### config.mk
export PLATFORM = sky130hd
export DESIGN_NAME = tfbs_top
export DESIGN_NICKNAME = d
export VERILOG_FILES = /design/src/pkg/tfbs_pkg.sv /design/src/design/tfbs_top.sv
export VERILOG_INCLUDE_DIRS = /design/src /design/src/pkg
export SDC_FILE = /design/constraint.sdc
export NUM_CORES = 1
export LEC_CHECK = 0
export BUFFER_PORTS_ARGS = -buffer_cell sky130_fd_sc_hd__buf_4
export CAP_MARGIN = 25
export CORE_MARGIN = 2
export CORE_UTILIZATION = 30
export DETAILED_ROUTE_END_ITERATION = 8
export PLACE_DENSITY_LB_ADDON = 0.12
export SYNTH_ARGS = -nofsm -noshare
export SYNTH_HDL_FRONTEND = slang
export SYNTH_SLANG_ARGS = --single-unit
### constraint.sdc
create_clock -name CORE_CLK -period 1.72 [get_ports CORE_CLK]
set_input_delay 0.172 -clock CORE_CLK [delete_from_list [all_inputs] [get_ports CORE_CLK]]
set_output_delay 0.172 -clock CORE_CLK [all_outputs]
set_load 0.05 [all_outputs]
### src/pkg/tfbs_consts.svh
`ifndef TFBS_CONSTS_SVH
`define TFBS_CONSTS_SVH

// ==========================================
// Register offsets (byte addresses)
`define TFBS_CTRL_OFS   12'h000
`define TFBS_STAT_OFS   12'h004
`define TFBS_CLR_OFS    12'h008
`define TFBS_IEN_OFS    12'h00C
`define TFBS_ADDR_W     12

// ==========================================
// Control register fields
`define TFBS_OVF_BIT    7
`define TFBS_EXT_BIT    6
`define TFBS_RXSEL_BIT  5
`define TFBS_TXSEL_BIT  4
`define TFBS_PINEN_BIT  3
`define TFBS_CTRL_RST   8'h00

// ==========================================
// Event status bits
`define TFBS_EV_OVF     0
`define TFBS_EV_EXT     1
`define TFBS_EV_W       2
`define TFBS_EV_RST     2'h0
`endif

### src/pkg/tfbs_pkg.sv
package tfbs_pkg;
	typedef struct packed {
		logic t1_ovf;
		logic t2_ovf;
		logic t2_unf;
		logic updown_mode;
		logic trig_fall;
	} tfbs_tmr_t;

	typedef struct packed {
		logic rx_baud;
		logic tx_baud;
		logic trig_act;
	} tfbs_out_t;

	typedef enum logic [1:0] {
		TFBS_ADDR,
		TFBS_DATA
	} tfbs_phase_t;
endpackage

### src/design/tfbs_top.sv
// Register access over AHB-Lite and the placing of the registers are this design's own decisions.
`timescale 1ns/100ps
`include "tfbs_consts.svh"
module tfbs_top (
	input  wire logic              CORE_CLK,
	input  wire logic              NRST,
	input  wire logic              HSEL,
	input  wire logic [31:0]       HADDR,
	input  wire logic [1:0]        HTRANS,
	input  wire logic              HWRITE,
	input  wire logic [2:0]        HSIZE,
	input  wire logic [31:0]       HWDATA,
	input  wire logic              HREADY,
	output logic      [31:0]       HRDATA,
	output logic                   HREADYOUT,
	output logic                   HRESP,
	input  wire tfbs_pkg::tfbs_tmr_t TMR,
	input  wire logic              T2_IRQ_EN,
	output tfbs_pkg::tfbs_out_t    BAUD,
	output logic                   T2_IRQ,
	output logic                   IRQ
);
	import tfbs_pkg::*;

	// ==========================================
	// AHB-Lite slave, zero wait states
	tfbs_phase_t             phase_q;
	tfbs_phase_t             phase_d;
	logic                    wr_q;
	logic [`TFBS_ADDR_W-1:0] wr_addr_q;
	logic [7:0]              ctrl_q;
	logic [7:0]              ctrl_d;
	logic [`TFBS_EV_W-1:0]   stat_q;
	logic [`TFBS_EV_W-1:0]   ien_q;
	logic [31:0]             rdata_q;

	// ==========================================
	// Address phase decode
	wire                    acc      = HSEL & HREADY & HTRANS[1];
	wire                    acc_rd   = acc & ~HWRITE;
	wire [`TFBS_ADDR_W-1:0] a_addr   = HADDR[`TFBS_ADDR_W-1:0];
	wire                    a_ctrl   = (a_addr == `TFBS_CTRL_OFS);
	wire                    a_stat   = (a_addr == `TFBS_STAT_OFS);
	wire                    a_ien    = (a_addr == `TFBS_IEN_OFS);

	// ==========================================
	// Data phase decode
	wire                    data_ph  = (phase_q == TFBS_DATA);
	wire                    wr_pend  = data_ph & wr_q;
	wire                    wr_ctrl  = wr_pend & (wr_addr_q == `TFBS_CTRL_OFS);
	wire                    wr_clr   = wr_pend & (wr_addr_q == `TFBS_CLR_OFS);
	wire                    wr_ien   = wr_pend & (wr_addr_q == `TFBS_IEN_OFS);
	wire [7:0]              wdat     = HWDATA[7:0];
	wire [`TFBS_EV_W-1:0]   wdat_ev  = HWDATA[`TFBS_EV_W-1:0];

	// Address and direction held only from an accepted address phase
	wire                    wr_d      = acc ? HWRITE : wr_q;
	wire [`TFBS_ADDR_W-1:0] wr_addr_d = acc ? a_addr : wr_addr_q;

	// ==========================================
	// Transfer phase tracking
	// Slave never stretches a data phase, so one cycle after each accept
	always_comb begin
		phase_d = phase_q;
		unique case (phase_q)
			TFBS_ADDR: begin
				if (acc) begin
					phase_d = TFBS_DATA;
				end
			end
			TFBS_DATA: begin
				if (!acc) begin
					phase_d = TFBS_ADDR;
				end
			end
			default: begin
				phase_d = TFBS_ADDR;
			end
		endcase
	end

	// ==========================================
	// Timer event qualification
	wire baud_use  = ctrl_q[`TFBS_RXSEL_BIT] | ctrl_q[`TFBS_TXSEL_BIT];
	wire ovf_set   = TMR.t2_ovf & ~baud_use & ~TMR.updown_mode;
	wire ovf_set_u = (TMR.t2_ovf | TMR.t2_unf) & ~baud_use & TMR.updown_mode;
	wire trig_act  = TMR.trig_fall & ctrl_q[`TFBS_PINEN_BIT] & ~baud_use & ~TMR.updown_mode;
	wire ext_tog   = (TMR.t2_ovf | TMR.t2_unf) & TMR.updown_mode;
	wire ovf_hw    = ovf_set | ovf_set_u;

	// Software write first, hardware set/toggle last so hardware wins
	always_comb begin
		ctrl_d = ctrl_q;
		if (wr_ctrl) begin
			ctrl_d[7:3] = wdat[7:3];
		end
		if (ovf_hw) begin
			ctrl_d[`TFBS_OVF_BIT] = 1'b1;
		end
		if (trig_act) begin
			ctrl_d[`TFBS_EXT_BIT] = 1'b1;
		end else if (ext_tog) begin
			ctrl_d[`TFBS_EXT_BIT] = ~ctrl_q[`TFBS_EXT_BIT];
		end
	end

	// ==========================================
	// Sticky event status, one bit per event
	wire [`TFBS_EV_W-1:0] ev_hit;
	wire [`TFBS_EV_W-1:0] stat_d;

	assign ev_hit[`TFBS_EV_OVF] = ovf_hw;
	assign ev_hit[`TFBS_EV_EXT] = trig_act;

	genvar gi;
	generate
		for (gi = 0; gi < `TFBS_EV_W; gi++) begin : g_ev
			// Set beats a same-cycle clear so no event is lost
			assign stat_d[gi] = ev_hit[gi] | (stat_q[gi] & ~(wr_clr & wdat_ev[gi]));
		end
	endgenerate

	wire [`TFBS_EV_W-1:0] ien_d = wr_ien ? wdat_ev : ien_q;

	// ==========================================
	// Read mux
	wire [31:0] rd_ctrl = {24'h000000, ctrl_q};
	wire [31:0] rd_stat = {30'h0, stat_q};
	wire [31:0] rd_ien  = {30'h0, ien_q};

	// Unmapped and write-only offsets read as zero
	wire [31:0] rd_mux  = a_ctrl ? rd_ctrl :
		a_stat ? rd_stat :
		a_ien  ? rd_ien : 32'h00000000;

	// Data is captured at the address edge so it stands through the data phase
	wire [31:0] rdata_d = acc_rd ? rd_mux : rdata_q;

	// ==========================================
	// Bus registers
	always_ff @(posedge CORE_CLK) begin
		if (!NRST) begin
			phase_q <= TFBS_ADDR;
		end else begin
			phase_q <= phase_d;
		end
	end

	always_ff @(posedge CORE_CLK) begin
		if (!NRST) begin
			wr_q <= 1'b0;
		end else begin
			wr_q <= wr_d;
		end
	end

	always_ff @(posedge CORE_CLK) begin
		if (!NRST) begin
			wr_addr_q <= '0;
		end else begin
			wr_addr_q <= wr_addr_d;
		end
	end

	always_ff @(posedge CORE_CLK) begin
		if (!NRST) begin
			rdata_q <= 32'h00000000;
		end else begin
			rdata_q <= rdata_d;
		end
	end

	// ==========================================
	// Control and event registers
	always_ff @(posedge CORE_CLK) begin
		if (!NRST) begin
			ctrl_q <= `TFBS_CTRL_RST;
		end else begin
			ctrl_q <= ctrl_d;
		end
	end

	always_ff @(posedge CORE_CLK) begin
		if (!NRST) begin
			stat_q <= `TFBS_EV_RST;
		end else begin
			stat_q <= stat_d;
		end
	end

	always_ff @(posedge CORE_CLK) begin
		if (!NRST) begin
			ien_q <= `TFBS_EV_RST;
		end else begin
			ien_q <= ien_d;
		end
	end

	// ==========================================
	// Baud clock selection
	// Pure mux: the serial port sees the chosen overflow in the same cycle
	wire rx_pick = ctrl_q[`TFBS_RXSEL_BIT] ? TMR.t2_ovf : TMR.t1_ovf;
	wire tx_pick = ctrl_q[`TFBS_TXSEL_BIT] ? TMR.t2_ovf : TMR.t1_ovf;

	// ==========================================
	// Interrupts
	// Event flag interrupts only outside up/down mode, where it is a 17th count bit
	wire ext_irq  = ctrl_q[`TFBS_EXT_BIT] & ~TMR.updown_mode;
	wire flag_irq = ctrl_q[`TFBS_OVF_BIT] | ext_irq;
	wire ev_irq   = |(stat_q & ien_q);

	// ==========================================
	// Outputs
	assign HRDATA    = rdata_q;
	assign HREADYOUT = 1'b1;
	assign HRESP     = 1'b0;
	assign BAUD      = {rx_pick, tx_pick, trig_act};
	assign T2_IRQ    = T2_IRQ_EN & flag_irq;
	assign IRQ       = ev_irq;
endmodule

**Word level (Yosys, flattened, before mapping)**

Cells that the tools add are included.

- Flip-flop bits (word level): 56
- Bits of input ports: 80

- Equality and inequality tests: 7
- Multiplexer cells: 12
- Bitwise logic cells: 34
- Reduce and logical (&&, ||, !) cells: 7

Operators by type and width:

| operator | number |
|---|---|
| $eq 12x4->1 const B | 3 |
| $logic_not 12->1 | 2 |
| $and 1x1->1 | 21 |
| $eq 12x3->1 const B | 1 |
| $mux 2 | 4 |
| $mux 8 | 1 |
| $not 1->1 | 6 |
| $or 1x1->1 | 6 |
| $mux 1 | 5 |
| $mux 5 | 1 |
| $ne 2x2->1 const B | 2 |
| $pmux 2 s2 | 1 |
| $reduce_bool 3->1 | 1 |
| $and 2x2->2 | 1 |
| $eq 2x1->1 const B | 1 |
| $logic_not 2->1 | 1 |
| $reduce_and 2->1 | 1 |
| $reduce_bool 2->1 | 1 |
| $reduce_or 2->1 | 1 |

**Longest topological paths before layout**

Gate-level depths: netlist (run 1).

- Depth in word-level cells: 7
- Mapped depth: 5

**Worst setup path after synthesis (run 1)**

No wires, ideal clock.

- Kind: register to register
- Start: register wr_addr_q[10]
- End: register ctrl_q[6]
- Library setup time: 0.103 ns
- Data arrival time: 1.323 ns
- Setup slack: 0.293 ns
- Stages on the path, launching flop included: 6
- Buffers on the path: 1
- Cells stage by stage: dfxtp_1 nor4_4 and4_1 buf_6 nor4_2 a2111oi_2

- Longest elaborated chain between the ends: 3

RTL lines:

| element | RTL line | source |
|---|---|---|
| from (decl) | tfbs_top.sv:30 | `` logic [`TFBS_ADDR_W-1:0] wr_addr_q; `` |
| from (signal assigned) | tfbs_top.sv:161 | `wr_addr_q <= wr_addr_d;` |
| $logic_not 12->1 (no line) | - |  |
| $and 1x1->1 | tfbs_top.sv:50 | `` wire wr_ctrl = wr_pend & (wr_addr_q == `TFBS_CTRL_OFS); `` |
| $reduce_bool 3->1 (no line) | - |  |
| to (signal assigned) | tfbs_top.sv:177 | `` ctrl_q <= `TFBS_CTRL_RST; `` |
| to (signal assigned) | tfbs_top.sv:179 | `ctrl_q <= ctrl_d;` |
| to (decl) | tfbs_top.sv:31 | `logic [7:0] ctrl_q;` |

Every way passes these cells.
A chain may end at the register's enable or synchronous reset.

==> results of run 1 <==
[cell type report]
type	count	area [um^2]	share of cell area, %
inverters	3	11.3	0.569
multi-input cells	127	810	40.9
clock inverters	2	12.5	0.632
flip-flops and latches	30	601	30.3
well taps	70	87.6	4.42
clock buffers	6	82.6	4.17
repair buffers	50	375	19.0
[per-layer routing]
metal / vias to the layer above / global-route usage [%] / share of wire (%)
met2: 41 / 22.1 / 51
met3: 7 / 4.50 / 6.3
li1: 628 / - / -
met4: 0 / 4.91 / 1.5
met1: 562 / 13.7 / 41
met5: - / 0 / 0
[registers in the layout (all words and copies together), names as in the netlist]
name	count
HRDATA	7
ctrl_q	5
ien_q	2
phase_q	1
stat_q	2
wr_addr_q	12
wr_q	1
[worst register-to-register path, stage by stage, from the launching register on]
cell	delay [ps]
dfxtp_1	330
nor4b_4	350
and4_1	300
buf_4	170
mux2i_1	200
nor2b_1	60
[kinds of logic (layout without fill, tap and decap cells)]
kind of cell | count (synthesis) | in the layout | synth area share, %
DFF | 30 | 30 | 37.9
and+or+nand+nor | 58 | 58 | 22.8
other | 2 | 27 | 0.474
buffers and inverters | 39 | 61 | 16.8
muxes | 10 | 10 | 6.48
AOI/OAI and AO/OA | 32 | 32 | 15.4
[worst paths after layout]
kind / start / slack (ps) / depth (start not counted) / endpoint
worst max-delay path: ctrl_q[4] / 90 / 3 / BAUD[0]
worst min-delay path: HADDR[4] / 160 / 3 / wr_addr_q[4]
worst max register to register: wr_addr_q[7] / 210 / 5 / ctrl_q[3]
worst min register to register: HRDATA[0] / 460 / 2 / HRDATA[0]
[power by group]
part           switching (W)  total (W)  internal [W]
Combinational       0.000207   0.000299     0.0000923
Clock               0.000260   0.000581      0.000321
Sequential         0.0000158   0.000728      0.000712
Total               0.000483    0.00161       0.00112
[per-stage QoR]
step / utilization [%] / instances / setup slack [ps] / power, W
6_report: 38.8 / 288 / 93.2 / 0.00161
5_1_grt: 38.8 / 288 / 5.19 / 0.00169
4_1_cts: 38.8 / 288 / 72.1 / 0.00164
3_5_place_dp: 36.9 / 280 / 124 / 0.00104
3_3_place_gp: 36.9 / 280 / 165 / 0.00104
2_1_floorplan: - / 196 / 293 / 0.00100
[placed cells by master, fill, tap and decap left out, drive strengths merged, types with 4 or more instances in the layout]
cell type  netlist  final
nand2           27     27
a21boi          15     15
dfxtp           30     30
buf             31     50
mux2i            8      8
conb             2     27
clkbuf           5      6
o21ai            4      4
a22o             6      6
nor2b            5      5
o21a             4      4
nor4             5      5
==> qor.csv, run 1 <==
stage;metric;value;unit
floorplanning;die_h;76.6;um
floorplanning;dieWidth;76.6;um
finish;nFillCells;539;
clock_tree;numCtsBuffers;5;
finish;final_area;1980;um^2
finish;drive_above_1_share;31.2;%
logic_synthesis;post_synth_instance_area;1580;um^2
logic_synthesis;seq_area_frac_synth;37.9;%
finish;diodes;0;
timing;fin_crit_sh;94.6;%
detailed_routing;via_per_inst;4.30;
detailed_routing;route.detailed.drc;0;
clock_tree;root_buffer;clkbuf_8;
global_route;antenna_found_initial;0;
detailed_routing;wirelength;3580;um
placement;gp_congestion;0.730;
clock_tree;postCtsHoldBufs;0;
finish;nets;297;
floorplanning;fp-row-count;26;
detailed_routing;wl_per_cell;12.4;um
floorplanning;core_area;5110;um^2
timing;setup_tns;0;ps
setup_path;cp_slowest_stage_delay;540;ps
logic_synthesis;synth.distinct_cells;38;
floorplanning;io_pins;119;
clock_tree;cts_resized;0;
placement;post_dp_cell_area;1880;um^2
power;vdd_ir_drop_max;0.252;mV
clock_tree;cts_sinks;30;
placement;dp_hpwl;2900;um
logic_synthesis;synthTopCellsByArea;dfxtp_1 (38%), buf_4 (14%), a21boi_0 (6.6%), nand2_1 (6.4%), mux2i_1 (5.1%);
clock_tree;clk_latency;280;ps
clock_tree;ctsHtreeMaxLevel;2;
clock_tree;cts_setup_buffers;0;
run_status;status;finished clean;
setup_path;crit_arrival;1450;ps
setup_path;crit_buf_inv;2;
detailed_routing;num_vias;1238;
setup_path;setup.worst_path.end_class;output port;
detailed_routing;drt-pass1-iter-count;4;
floorplanning;start_util;31.0;%
setup_path;crit_family;simple AND/OR/NAND/NOR gates;
min_path;hp-class;primary input to flop;
clock_tree;clk_path_buf_depth;2;
logic_synthesis;synthCells;171;
timing;max_freq;0.615;GHz
logic_synthesis;avgSynthCellArea;9.26;um^2
timing;whs;159;ps
global_route;grt_use_total;12.6;%
power;p_per_area;812;nW/um^2
timing;rsz0062_at_grt;no;
power;power_leakage;0.843;nW
timing;slew_violations;0;
flow_run;max_cap_viol_count;0;
logic_synthesis;yosys.area.top_type;dfxtp_1;
detailed_routing;drtIter0Drc;20;
placement;portBuffers;42;
setup_path;path_max_fanout;4;
detailed_routing;antenna_left;0;
logic_synthesis;ys_seq_elements;30;
setup_path;critical_path.cell_chain;or4_4 -> inv_2 -> buf_4;
setup_path;slowest_stage;or4_4;
finish;areaGrowthSynthToFinish;25.1;%
timing;period_needed;1630;ps
clock_tree;clk_pin_slew;60;ps
logic_synthesis;synth_commonest_cells;buf_4 (30), dfxtp_1 (30), nand2_1 (27), a21boi_0 (14), mux2i_1 (8);
floorplanning;dieArea;5870;um^2
setup_path;startpoint_type;flop;
timing;setup_violations;0;
timing;fin_skew;4.70;ps
logic_synthesis;synth_edf_count;0;
global_route;grt.overflow.total;0;
global_route;grt_pass1_wl;5740;um
global_route;grt_pass1_vias;1229;
logic_synthesis;ys_async_sr_fraction;0;%
logic_synthesis;yosysWarnings;0;
clock_tree;cts_tree;built;
setup_path;cp.required;1550;ps
global_route;grt_max_degree;24;
logic_synthesis;ys.flop_type;dfxtp_1;
setup_path;critPathKind;flop to output port;
timing;hold_violations;0;
logic_synthesis;synth.top_cell.area_share;37.9;%
(Power assumes the default switching activity.)
==> inputs of run 2 (changes only) <==
PLACE_DENSITY_LB_ADDON = not set   (was 0.12)
==> run 2 against run 1 <==
Net effect: sequential power barely moved; sequential cell count did not move; first-iteration DRC count rose by 40%; combinational power barely moved; register-to-register slack got worse by 60 ps; critical path depth did not move; clock power rose by 0.7%; via count fell by 2.4%; clock skew barely moved; design area fell by 0.38%; non-clock buffer count fell by 1; worst hold slack got worse by 8.9 ps; largest power group unchanged; highest routed layer unchanged.
==> qor.csv, run 2 (synthesized netlist as in run 1, its figures left out) <==
stage;metric;value;unit;change
run_status;status;finished clean;;unchanged
timing;final.setup.worst_slack;80.4;ps;was 93.2 ps
setup_path;critPathKind;flop to output port;;unchanged
detailed_routing;drt-pass1-iter-count;5;;was 4
floorplanning;start_util;31.0;%;unchanged
timing;fin_crit_sh;95.3;%;was 94.6%
clock_tree;numCtsBuffers;5;;unchanged
setup_path;crit_family;simple AND/OR/NAND/NOR gates;;unchanged
clock_tree;cts_resized;0;;unchanged
min_path;hold_end;wr_addr_q[6];;was wr_addr_q[4]
placement;gp_congestion;0.728;;was 0.730
finish;nets;296;;was 297
placement;portBuffers;42;;unchanged
finish;final_area;1970;um^2;was 1980 um^2
power;p_switching;0.000486;W;was 0.000483 W
floorplanning;die_h;76.6;um;unchanged
global_route;grt_pass1_wl;5260;um;was 5740 um
finish;top_register;wr_addr_q;;unchanged
placement;post_dp_cell_area;1880;um^2;about the same
setup_path;startpoint_type;flop;;unchanged
power;intPower;0.00113;W;was 0.00112 W
setup_path;slowest_stage;or4_4;;unchanged
clock_tree;clk_path_buf_depth;2;;unchanged
setup_path;crit_arrival;1470;ps;was 1450 ps
detailed_routing;num_vias;1208;;was 1238
detailed_routing;antenna_left;0;;unchanged
setup_path;setup.worst_path.end_class;output port;;unchanged
power;power;0.00161;W;about the same
power;vdd_ir_drop_max;0.258;mV;was 0.252 mV
power;swShare;30.1;%;was 30.0%
clock_tree;clk_pin_slew;60;ps;about the same
timing;fin_skew;4.23;ps;was 4.70 ps
placement;dp_slack;181;ps;was 124 ps
timing;rsz0062_at_grt;no;;unchanged
setup_path;path_max_fanout;5;;was 4
timing;period_needed;1640;ps;was 1630 ps
timing;hold_violations;0;;unchanged
timing;slew_violations;0;;unchanged
timing;max_freq;0.610;GHz;was 0.615 GHz
floorplanning;dieWidth;76.6;um;unchanged
finish;areaGrowthSynthToFinish;24.6;%;was 25.1%
setup_path;r2r_cells;5;;unchanged
timing;setup_violations;0;;unchanged
setup_path;r2r-start;wr_addr_q[7];;unchanged
floorplanning;fp-row-count;26;;unchanged
power;share_clk_of_total_power;36.3;%;was 36.1%
floorplanning;core_area;5110;um^2;unchanged
finish;drive_above_1_share;30.4;%;was 31.2%
setup_path;cp.required;1550;ps;about the same
detailed_routing;route.detailed.drc;0;;unchanged
setup_path;crit_cells;3;;unchanged
global_route;grt_max_degree;24;;unchanged
finish;layout_common_cells;buf_4 (48), dfxtp_1 (30), nand2_1 (27), conb_1 (27), a21boi_0 (14);;was buf_4 (50), dfxtp_1 (30), nand2_1 (27), conb_1 (27), a21boi_0 (14)
detailed_routing;wirelength;3240;um;was 3580 um
global_route;grt.overflow.total;0;;unchanged
detailed_routing;drtIter0Drc;28;;was 20
min_path;hp-class;primary input to flop;;unchanged
setup_path;crit_buf_inv;2;;unchanged
min_path;min_from;HADDR[6];;was HADDR[4]
global_route;antenna_found_initial;0;;unchanged
power;p_seq_share;45.1;%;was 45.2%
power;comb_power_share;18.6;%;about the same
clock_tree;cts_setup_buffers;0;;unchanged
finish;nFillCells;522;;was 539
timing;setup_tns;0;ps;unchanged
clock_tree;cts_sinks;30;;unchanged
setup_path;r2r_end;ctrl_q[4];;was ctrl_q[3]
global_route;grt_use_total;11.6;%;was 12.6%
clock_tree;postCtsHoldBufs;0;;unchanged
finish;largest_reg_flops;12;;unchanged
power;p_per_area;818;nW/um^2;was 812 nW/um^2
clock_tree;clk_latency;280;ps;about the same
flow_run;max_cap_viol_count;0;;unchanged
setup_path;regToRegSetupSlack;150;ps;was 210 ps
power;power_leakage;0.839;nW;was 0.843 nW
clock_tree;root_buffer;clkbuf_8;;unchanged
finish;final_common_cell;buf_4;;unchanged
min_path;hold_depth;3;;unchanged
detailed_routing;via_per_inst;4.21;;was 4.30
finish;fin_util;38.6;%;was 38.8%
global_route;grt_pass1_vias;1175;;was 1229
setup_path;cp_slowest_stage_delay;560;ps;was 540 ps
floorplanning;io_pins;119;;unchanged
detailed_routing;wl_per_cell;11.3;um;was 12.4 um
clock_tree;ctsHtreeMaxLevel;2;;unchanged
floorplanning;dieArea;5870;um^2;unchanged
setup_path;critical_path.cell_chain;or4_4 -> inv_2 -> buf_6;;was or4_4 -> inv_2 -> buf_4
placement;dp_hpwl;2500;um;was 2900 um
clock_tree;cts_tree;built;;unchanged
finish;diodes;0;;unchanged
-- run 2: power by group through the flow --
stage	logic, W	registers [W]	clock network [W]
after floorplan	0.000261	0.000739	0
after global placement	0.000298	0.000742	0
after detailed placement	0.000300	0.000743	0
after CTS	0.000301	0.000727	0.000610
after global routing	0.000321	0.000729	0.000635
final	0.000300	0.000727	0.000585
-- run 2: worst register-to-register path: stages, from the launching register on --
cell and delay, ps:
dfxtp_1 340, nor4b_4 370, and4_1 350, buf_4 170, mux2i_1 180, nor2b_1 60
-- run 2: routing by layer --
| metal | routed length, um | track usage [%] |
|---|---|---|
| met5 | 0 | 0 |
| met4 | 75 | 7.45 |
| met3 | 134 | 3.79 |
| met2 | 1630 | 19.1 |
| met1 | 1390 | 12.8 |
-- run 2: worst max path at each step --
stage             startpoint        end
2_1_floorplan  wr_addr_q[10]  ctrl_q[6]
3_3_place_gp    wr_addr_q[7]  ctrl_q[4]
3_5_place_dp    wr_addr_q[7]  ctrl_q[3]
4_1_cts            ctrl_q[4]    BAUD[0]
5_1_grt            ctrl_q[4]    BAUD[0]
6_report           ctrl_q[4]    BAUD[0]
-- run 2: layout make-up --
| cell class | instances | area [um^2] | area share, % |
|---|---|---|---|
| tap | 70 | 87.6 | 4.44 |
| inverter | 3 | 11.3 | 0.571 |
| sequential | 30 | 601 | 30.5 |
| timing repair buffer | 49 | 372 | 18.8 |
| clock buffer | 7 | 86.3 | 4.38 |
| multi-input combinational | 127 | 810 | 41.1 |
| clock inverter | 1 | 5.00 | 0.254 |
-- run 2: per-stage QoR --
step / instances / hold WS (ps)
finish: 287 / 151
global route: 287 / 143
CTS: 287 / 141
detailed placement: 279 / 443
global placement: 279 / 431
floorplan: 196 / 317
